File: config.mk
export PLATFORM = sky130hd
export DESIGN_NAME = dpc_clock_ctrl_flat
export DESIGN_NICKNAME = d
export VERILOG_FILES = /design/src/logic/dpc_pkg.sv /design/src/logic/dpc_link_if.sv /design/src/logic/dpc_clock_ctrl.sv /design/src/flat_wrapper.sv
export SDC_FILE = /design/constraint.sdc
export NUM_CORES = 1
export LEC_CHECK = 0
export BUFFER_PORTS_ARGS = -buffer_cell sky130_fd_sc_hd__clkbuf_2
export CORE_MARGIN = 2
export CORE_UTILIZATION = 45
export DETAILED_ROUTE_END_ITERATION = 12
export PLACE_DENSITY = 0.72
export RECOVER_POWER = 25
export SYNTH_ARGS = -nofsm -noshare
export SYNTH_HDL_FRONTEND = slang
export SYNTH_SLANG_ARGS = --single-unit
File: constraint.sdc
create_clock -name clk_sys_i -period 6.09 [get_ports clk_sys_i]
set_input_delay 1.218 -clock clk_sys_i [delete_from_list [all_inputs] [get_ports clk_sys_i]]
set_output_delay 1.218 -clock clk_sys_i [all_outputs]
set_load 0.005 [all_outputs]
File: src/logic/dpc_pkg.sv
/*
  Shared constants for the converter clock-control pair: code widths, divider
  limits, lock and flush timing, and the rate table bounds used by the source.
  Assumes one 20 MHz system clock that both ends share.
*/
// How it works
// - Oscillator multiple: interpolation times prescaler, doubled when stuffing
// - Source flags input rate outside table limits (PLL on; RATE_CEIL cap always)
// - Source flags oscillator out of range; divider advice ignores it
// - Source picks prescaler from input sample rate
// - Source aims oscillator at 450 to 550 MHz
// - Lock indicator appears on a chosen pin
// - Sleep only gates converter currents, resumes at once
// - Power-down stops everything except configuration port
// - Source waits for filter flush after power-down
// - Both ports captured together on data-clock rise
// - PLL off: clock on shared or serial pin
// - PLL on, both clear: lock on shared pin
// - PLL on, select set: lock on serial pin
// - PLL on, clock-out set: clock on selected pin
// - Lock also readable as a status bit
// - PLL on: reference rate; off: divide internally
package dpc_pkg;
  localparam int unsigned SYS_CLK_HZ      = 20_000_000;
  localparam int unsigned SYS_PERIOD_NS   = 1_000_000_000 / SYS_CLK_HZ;
  localparam int unsigned DATA_W          = 16;
  localparam int unsigned CODE_W          = 2;
  localparam int unsigned CNT_W           = 4;
  localparam int unsigned RATIO_W         = 8;
  localparam int unsigned RATE_W          = 8;
  localparam int unsigned PROD_W          = 16;
  // Stand-in acquisition time of the loop model
  localparam int unsigned LOCK_TIME_NS    = 10_000;
  localparam int unsigned LOCK_CYCLES     = (LOCK_TIME_NS + SYS_PERIOD_NS - 1) / SYS_PERIOD_NS;
  localparam int unsigned LOCK_W          = 12;
  localparam int unsigned FLUSH_CYCLES    = 64;
  localparam int unsigned FLUSH_W         = 8;
  // Shortest data-clock period that a pin can show as a real square wave
  localparam logic [CNT_W-1:0] MIN_PERIOD = 4'h2;
  localparam logic [CNT_W-1:0] PLL_ON_PERIOD = 4'h2;
  localparam logic [8:0] RATE_CEIL        = 9'h0a0;
  localparam logic [8:0] MIN_BASE_X1      = 9'h020;
  localparam logic [8:0] MIN_BASE_XN      = 9'h018;
  localparam logic [8:0] MAX_BASE_DIV1    = 9'h190;
  localparam logic [8:0] MAX_BASE         = 9'h1c0;
  localparam logic [PROD_W-1:0] VCO_LO_MHZ = 16'h01c2;
  localparam logic [PROD_W-1:0] VCO_HI_MHZ = 16'h0226;
  localparam logic [RATE_W-1:0] RATE_DIV1 = 8'h7d;
  localparam logic [RATE_W-1:0] RATE_DIV2 = 8'h4b;
  localparam logic [RATE_W-1:0] RATE_DIV4 = 8'h32;
endpackage

File: src/logic/dpc_link_if.sv
/*
  Pins between the converter clock block and the sample source.
  Assumes both ends run on the same system clock; the bench resolves nothing.
*/
`timescale 1ns/10ps
interface dpc_link_if;
  logic                          shared_pin;
  logic                          sdo_pin;
  logic                          sdo_oe;
  logic [dpc_pkg::DATA_W-1:0]    port1;
  logic [dpc_pkg::DATA_W-1:0]    port2;

  modport dev (output shared_pin, output sdo_pin, output sdo_oe, input port1, input port2);
  modport src (input shared_pin, input sdo_pin, input sdo_oe, output port1, output port2);
endinterface

File: src/logic/dpc_clock_ctrl.sv
/*
  Converter end: data-rate clock generation, loop-lock model, pin routing,
  sleep and power-down gating, two-port capture.
  Assumes configuration bits are held steady by a configuration port outside.
*/
`timescale 1ns/10ps
module dpc_clock_ctrl (
  input  wire logic                           clk_sys_i,
  input  wire logic                           rst_n_i,
  dpc_link_if.dev                             link,
  input  wire logic                           pll_enable_i,
  input  wire logic [dpc_pkg::CODE_W-1:0]     interp_code_i,
  input  wire logic [dpc_pkg::CODE_W-1:0]     prescale_code_i,
  input  wire logic                           zero_stuff_i,
  input  wire logic                           sleep_i,
  input  wire logic                           power_down_i,
  input  wire logic                           clk_on_sdo_i,
  input  wire logic                           pin_clock_out_i,
  output logic [dpc_pkg::RATIO_W-1:0]         vco_ratio_o,
  output logic                                lock_status_o,
  output logic                                dac_current_en_o,
  output logic                                digital_run_o,
  output logic [dpc_pkg::DATA_W-1:0]          cap_port1_o,
  output logic [dpc_pkg::DATA_W-1:0]          cap_port2_o,
  output logic                                cap_valid_o
);
  localparam logic [dpc_pkg::LOCK_W-1:0] LOCK_LAST = dpc_pkg::LOCK_W'(dpc_pkg::LOCK_CYCLES - 1);

  typedef enum logic [1:0] {DPC_OFF, DPC_ACQUIRE, DPC_LOCKED} dpc_lock_e;

  dpc_lock_e                     lock_state_reg;
  dpc_lock_e                     lock_state_next;
  logic [dpc_pkg::LOCK_W-1:0]    lock_cnt_reg;
  logic [dpc_pkg::LOCK_W-1:0]    lock_cnt_next;
  logic [2:0]                    ratio_log_reg;
  logic [dpc_pkg::CNT_W-1:0]     cnt_reg;
  logic [dpc_pkg::CNT_W-1:0]     cnt_next;
  logic                          dclk_reg;
  logic                          dclk_prev_reg;
  logic [dpc_pkg::RATIO_W-1:0]   ratio_reg;
  logic                          cap_valid_reg;
  logic [dpc_pkg::DATA_W-1:0]    cap1_reg;
  logic [dpc_pkg::DATA_W-1:0]    cap2_reg;

  wire                           running;
  wire [2:0]                     ratio_log;
  wire [2:0]                     div_log;
  // One bit wider than the counter so the longest period, 16, still fits
  wire [dpc_pkg::CNT_W:0]        raw_period;
  wire [dpc_pkg::CNT_W:0]        period;
  wire [dpc_pkg::CNT_W:0]        min_period_w;
  wire [dpc_pkg::CNT_W:0]        pll_period_w;
  wire [dpc_pkg::CNT_W-1:0]      half;
  wire                           dclk_rise;
  wire                           pll_live;
  wire                           lock_level;
  wire                           locked_state;
  wire                           route_src;

  // Power-down halts all digital work; sleep leaves it running
  assign running    = !power_down_i;
  assign pll_live   = pll_enable_i && running;

  // Oscillator multiple: interpolation x prescaler, again x2 with zero stuffing
  assign ratio_log  = 3'(interp_code_i) + 3'(prescale_code_i) + 3'(zero_stuff_i);

  // PLL off: input is the converter-rate clock, divided by interpolation (x2 when stuffing)
  assign div_log    = 3'(interp_code_i) + 3'(zero_stuff_i);
  assign min_period_w = {1'b0, dpc_pkg::MIN_PERIOD};
  assign pll_period_w = {1'b0, dpc_pkg::PLL_ON_PERIOD};
  assign raw_period = 5'h01 << div_log;
  // PLL on: input already runs at sample rate, so the data clock follows it
  assign period     = pll_enable_i ? pll_period_w
                    : ((raw_period < min_period_w) ? min_period_w : raw_period);
  assign half       = dpc_pkg::CNT_W'(period >> 1);
  // A shrunk period can leave the counter past its end; wrap at once
  assign cnt_next   = ({1'b0, cnt_reg} >= period - 5'h01) ? 4'h0 : cnt_reg + 4'h1;
  // Rise judged against last cycle's level, so the short first period after reset
  // or power-down still pairs one capture with one source hand-over
  assign dclk_rise  = running && dclk_reg && !dclk_prev_reg;

  always_ff @(posedge clk_sys_i)
  begin
    if (!rst_n_i)
    begin
      cnt_reg       <= 4'h0;
      dclk_reg      <= 1'b0;
      dclk_prev_reg <= 1'b0;
    end
    else if (running)
    begin
      cnt_reg       <= cnt_next;
      dclk_reg      <= (cnt_next < half);
      dclk_prev_reg <= dclk_reg;
    end
    else
    begin
      // Frozen low so the source sees no edges while powered down
      cnt_reg       <= 4'h0;
      dclk_reg      <= 1'b0;
      dclk_prev_reg <= 1'b0;
    end
  end

  // Loop model: any change of multiple or enable restarts acquisition
  always_comb
  begin
    lock_state_next = lock_state_reg;
    lock_cnt_next   = lock_cnt_reg;
    unique case (lock_state_reg)
      DPC_OFF:
      begin
        lock_cnt_next = '0;
        if (pll_live)
        begin
          lock_state_next = DPC_ACQUIRE;
        end
      end
      DPC_ACQUIRE:
      begin
        if (lock_cnt_reg == LOCK_LAST)
        begin
          lock_state_next = DPC_LOCKED;
        end
        else
        begin
          lock_cnt_next = lock_cnt_reg + 12'h001;
        end
      end
      DPC_LOCKED:
      begin
        lock_cnt_next = '0;
      end
    endcase
    if (!pll_live)
    begin
      lock_state_next = DPC_OFF;
      lock_cnt_next   = '0;
    end
    else if (ratio_log != ratio_log_reg && lock_state_reg != DPC_OFF)
    begin
      lock_state_next = DPC_ACQUIRE;
      lock_cnt_next   = '0;
    end
  end

  always_ff @(posedge clk_sys_i)
  begin
    if (!rst_n_i)
    begin
      lock_state_reg <= DPC_OFF;
      lock_cnt_reg   <= '0;
      ratio_log_reg  <= 3'h0;
      ratio_reg      <= 8'h01;
    end
    else
    begin
      lock_state_reg <= lock_state_next;
      lock_cnt_reg   <= lock_cnt_next;
      ratio_log_reg  <= ratio_log;
      ratio_reg      <= dpc_pkg::RATIO_W'(9'h001 << ratio_log);
    end
  end

  // Status bit mirrors the lock pin; no write path exists
  assign locked_state  = (lock_state_reg == DPC_LOCKED);
  // Gated by the live enable so a stopped loop never reads locked, even for a cycle
  assign lock_level    = locked_state && pll_live;
  assign lock_status_o = lock_level;
  assign vco_ratio_o   = ratio_reg;

  // Pin routing: clock when PLL off or clock-out chosen, otherwise lock indicator
  assign route_src = (!pll_enable_i || pin_clock_out_i) ? dclk_reg : lock_level;
  // Selection below covers PLL off, lock routing and clock routing alike
  assign link.shared_pin = clk_on_sdo_i ? 1'b0 : route_src;
  assign link.sdo_pin    = clk_on_sdo_i ? route_src : 1'b0;
  // Serial output driven only when it carries the clock or lock
  assign link.sdo_oe     = clk_on_sdo_i;
  // With PLL on and both select bits clear the lock reaches the shared pin
  // through route_src above; nothing else drives it.

  // Sleep only removes output current; logic keeps state, so return is immediate
  assign dac_current_en_o = !sleep_i && !power_down_i;
  assign digital_run_o    = running;

  // Both ports sampled together on the same data-clock edge
  always_ff @(posedge clk_sys_i)
  begin
    if (!rst_n_i)
    begin
      cap1_reg      <= '0;
      cap2_reg      <= '0;
      cap_valid_reg <= 1'b0;
    end
    else
    begin
      cap_valid_reg <= dclk_rise;
      if (dclk_rise)
      begin
        cap1_reg <= link.port1;
        cap2_reg <= link.port2;
      end
    end
  end

  assign cap_port1_o = cap1_reg;
  assign cap_port2_o = cap2_reg;
  assign cap_valid_o = cap_valid_reg;
endmodule

File: src/flat_wrapper.sv
// flat-port wrapper written by rule: the top's interface ports become plain ports
module dpc_clock_ctrl_flat 
  (clk_sys_i, rst_n_i, pll_enable_i, interp_code_i, prescale_code_i, zero_stuff_i, sleep_i, power_down_i, clk_on_sdo_i, pin_clock_out_i, vco_ratio_o, lock_status_o, dac_current_en_o, digital_run_o, cap_port1_o, cap_port2_o, cap_valid_o, link_shared_pin, link_sdo_pin, link_sdo_oe, link_port1, link_port2);
  dpc_link_if link_i ();
  input  wire logic clk_sys_i;
  input  wire logic rst_n_i;
  input  wire logic pll_enable_i;
  input  wire logic [dpc_pkg::CODE_W-1:0] interp_code_i;
  input  wire logic [dpc_pkg::CODE_W-1:0] prescale_code_i;
  input  wire logic zero_stuff_i;
  input  wire logic sleep_i;
  input  wire logic power_down_i;
  input  wire logic clk_on_sdo_i;
  input  wire logic pin_clock_out_i;
  output logic [dpc_pkg::RATIO_W-1:0] vco_ratio_o;
  output logic lock_status_o;
  output logic dac_current_en_o;
  output logic digital_run_o;
  output logic [dpc_pkg::DATA_W-1:0] cap_port1_o;
  output logic [dpc_pkg::DATA_W-1:0] cap_port2_o;
  output logic cap_valid_o;
  output wire logic [$bits(link_i.shared_pin)-1:0] link_shared_pin;
  output wire logic [$bits(link_i.sdo_pin)-1:0] link_sdo_pin;
  output wire logic [$bits(link_i.sdo_oe)-1:0] link_sdo_oe;
  input wire logic [$bits(link_i.port1)-1:0] link_port1;
  input wire logic [$bits(link_i.port2)-1:0] link_port2;
  assign link_shared_pin = link_i.shared_pin;
  assign link_sdo_pin = link_i.sdo_pin;
  assign link_sdo_oe = link_i.sdo_oe;
  assign link_i.port1 = link_port1;
  assign link_i.port2 = link_port2;
  dpc_clock_ctrl u_core (.clk_sys_i(clk_sys_i), .rst_n_i(rst_n_i), .link(link_i), .pll_enable_i(pll_enable_i), .interp_code_i(interp_code_i), .prescale_code_i(prescale_code_i), .zero_stuff_i(zero_stuff_i), .sleep_i(sleep_i), .power_down_i(power_down_i), .clk_on_sdo_i(clk_on_sdo_i), .pin_clock_out_i(pin_clock_out_i), .vco_ratio_o(vco_ratio_o), .lock_status_o(lock_status_o), .dac_current_en_o(dac_current_en_o), .digital_run_o(digital_run_o), .cap_port1_o(cap_port1_o), .cap_port2_o(cap_port2_o), .cap_valid_o(cap_valid_o));
endmodule
==> impl_metrics.env <==
export IMPL_status="complete, no violations"
export IMPL_hpwl_um=4350
export IMPL_avgSynthCellArea_um2=8.90
export IMPL_drcViolationCount=0
export IMPL_post_route_period_util=0.664
export IMPL_wirelength_um=5990
export IMPL_gp_congestion=0.807
export IMPL_worstSetupEndpointType="flip-flop"
export IMPL_postCtsSetupRepairBufs=0
export IMPL_final_cells=487
export IMPL_io_pins=91
export IMPL_synthMuxAreaShare=0.0106
export IMPL_coreArea_um2=5990
export IMPL_hold_class="flip-flop to flip-flop"
export IMPL_cts_resized_gates=0
export IMPL_syn2layout_area_growth_pct=27.5
export IMPL_grt_pass1_wl_um=9980
export IMPL_max_clock_freq_ghz=0.247
export IMPL_synth_top_family_by_area="simple AND/OR/NAND/NOR gates"
export IMPL_synthCells=317
export IMPL_fillCellCount=522
export IMPL_seq_area_frac_synth=0.454
export IMPL_layout_setup_ws_ps=2050
export IMPL_die_area_um2=6920
export IMPL_cts_sinks=64
export IMPL_worst_ep_required_time_ps=6350
export IMPL_r2r_start="u_core.cnt_reg[0]"
export IMPL_skew_ps=7.91
export IMPL_yosysUniqueCellTypes=43
export IMPL_critPathLaunch="interp_code_i[0]"
export IMPL_cts_hold_buf=0
export IMPL_hold_violations=0
export IMPL_grt_max_degree=39
export IMPL_yosys_register_bits=64
export IMPL_clk_latency_ps=340
export IMPL_cts_tree="yes"
export IMPL_clk_pin_slew_ps=70
export IMPL_root_buffer="clkbuf_8"
export IMPL_setup_tns_final_ps=0
export IMPL_die_y_um=83.2
export IMPL_synthArstFlopShare=0
export IMPL_ys_flop_type="dfxtp_1"
export IMPL_dp_cells=471
export IMPL_syn_area_um2=2820
export IMPL_critPathKind="input pin to flip-flop"
export IMPL_ant_nets=0
export IMPL_grt_pass1_vias=2283
export IMPL_p_per_area_nw_per_um2=299
export IMPL_critPathMaxFanout=5
export IMPL_drive_gt1_frac=0.262
export IMPL_ir_drop_mv=0.185
export IMPL_synth_largest_area_cell="dfxtp_1"
export IMPL_period_needed_ps=4040
export IMPL_grt_remaining_overflow=0
export IMPL_synth_top_cells_by_count="nand2_1, dfxtp_1, a21boi_0, nor2_1, ha_1"
export IMPL_power_leakage_nw=1.52
export IMPL_routedWlPerCell_um=12.3
export IMPL_slew_viol_final=0
export IMPL_first_pass_iters=4
export IMPL_via_per_inst=4.88
export IMPL_slew_headroom=0.241
export IMPL_met2_usage=0.282
export IMPL_grt_busiest_layer="met2"
export IMPL_synthAdderAreaFrac=0.0674
export IMPL_cts_buffer_depth=2
export IMPL_grtUsageTotal=0.178
export IMPL_synth_edf_count=0
export IMPL_dr_first_iter_drc_count=83
export IMPL_ys_warn_count=0
export IMPL_maxCapViolations=0
export IMPL_setup_viol=0
export IMPL_gr_usage_met1=0.219
export IMPL_synthXorXnorAreaFrac=0.0466
export IMPL_r2r_slack_ps=3790
export IMPL_io_buffers=90
export IMPL_yosys_area_share_simple=0.249
export IMPL_yosysMostFrequentCell="nand2_1"
export IMPL_antenna_found_initial=0
export IMPL_tightest_slew_ps=1140
export IMPL_grt_util_met3=0.0547
export IMPL_rsz0062_at_grt="no"
export IMPL_synth_area_leaders="dfxtp_1, nand2_1, a21boi_0"
export IMPL_htreeDepth=3
export IMPL_dr_total_vias=2378
export IMPL_die_w_um=83.2
export IMPL_cp_start_kind="input pin"
export IMPL_initial_core_util=0.471
export IMPL_nNetsFinal=465
export IMPL_n_antenna_cell=0
export IMPL_numCtsBuffers=9
export IMPL_row_count=28
export IMPL_final_util=0.600
export IMPL_place_ws_ps=1740
export IMPL_cp_data_arrival_time_ps=4300
export IMPL_synth_compound_area_frac=0.134
export IMPL_min_from="u_core.cap_port1_o[13]"
export IMPL_synth_top_area_share=0.454
power by group:
group	total (mW)	internal, mW	switching (mW)
combinational	0.110	0.0508	0.0596
sequential	0.442	0.434	0.00821
clock	0.523	0.356	0.167
total	1.08	0.841	0.235
logic make-up (layout without fill, tap and decap cells):
family                   after synthesis  in the layout
other                                  1              2
flip-flops                            64             64
AO/OA/AOI/OAI                         49             49
multiplexers                           3              3
XOR/XNOR                              15             15
AND/OR/NAND/NOR                      146            146
adder cells (fa/ha/maj)               14             14
buffers and inverters                 25            119
worst max-delay path, cell delays in order:
cell	delay (ps)
clkbuf_2	110
ha_1	330
nand2b_1	190
a221oi_4	270
ha_1	320
xor2_1	190
ha_1	200
o21ai_0	90
a21oi_1	250
o221a_4	270
nor2_1	60
ha_1	310
a211oi_1	220
o21ai_0	140
a21oi_1	140
per-stage QoR:
step	total power [mW]	hold slack, ps	instance area [µm²]
floorplan	0.521	451	2820
global placement	0.562	440	3320
detailed placement	0.564	446	3320
CTS	1.09	456	3610
global route	1.12	465	3600
finish	1.08	455	3600
placed cells by master, fill, tap and decap left out, types with 2 or more instances in the layout:
cell type / count
nor3_1: 5
nor2b_1: 4
and2_1: 3
inv_1: 11
conb_1: 2
nand3_1: 9
clkinv_4: 2
nand4b_1: 2
nand2b_1: 3
nor2_1: 24
nand2_1: 75
clkbuf_1: 11
dfxtp_1: 64
nor4_1: 2
xnor2_1: 8
a21boi_0: 25
ha_1: 12
fa_1: 2
o21ai_0: 4
nor3b_1: 3
a21boi_1: 7
a21oi_1: 7
and3_1: 5
mux2i_1: 3
xor2_1: 7
clkbuf_8: 9
bufinv_16: 5
clkbuf_2: 79
worst paths after layout:
kind                                          endpoint  depth (start not counted)
worst max register to register         u_core.dclk_reg                         10
worst min-delay path            u_core.cap_port1_o[13]                          2
worst min register to register  u_core.cap_port1_o[13]                          2
worst max-delay path                   u_core.dclk_reg                         15
final cells by class:
| class | count | area, µm² | share of cell area |
|---|---|---|---|
| multi-input combinational | 229 | 1440 | 0.400 |
| sequential | 64 | 1280 | 0.356 |
| timing repair buffer | 91 | 444 | 0.124 |
| clock inverter | 7 | 168 | 0.0466 |
| clock buffer | 9 | 124 | 0.0344 |
| tap | 75 | 93.8 | 0.0261 |
| inverter | 12 | 45.0 | 0.0125 |
per-layer routing:
| metal | wire length (µm) | vias to the layer above | part of all wire |
|---|---|---|---|
| met4 | 91 | 0 | 0.015 |
| li1 | - | 1225 | - |
| met5 | 0 | - | 0 |
| met2 | 2680 | 66 | 0.45 |
| met1 | 2790 | 1080 | 0.47 |
| met3 | 434 | 7 | 0.072 |
(Power assumes the default switching activity.)
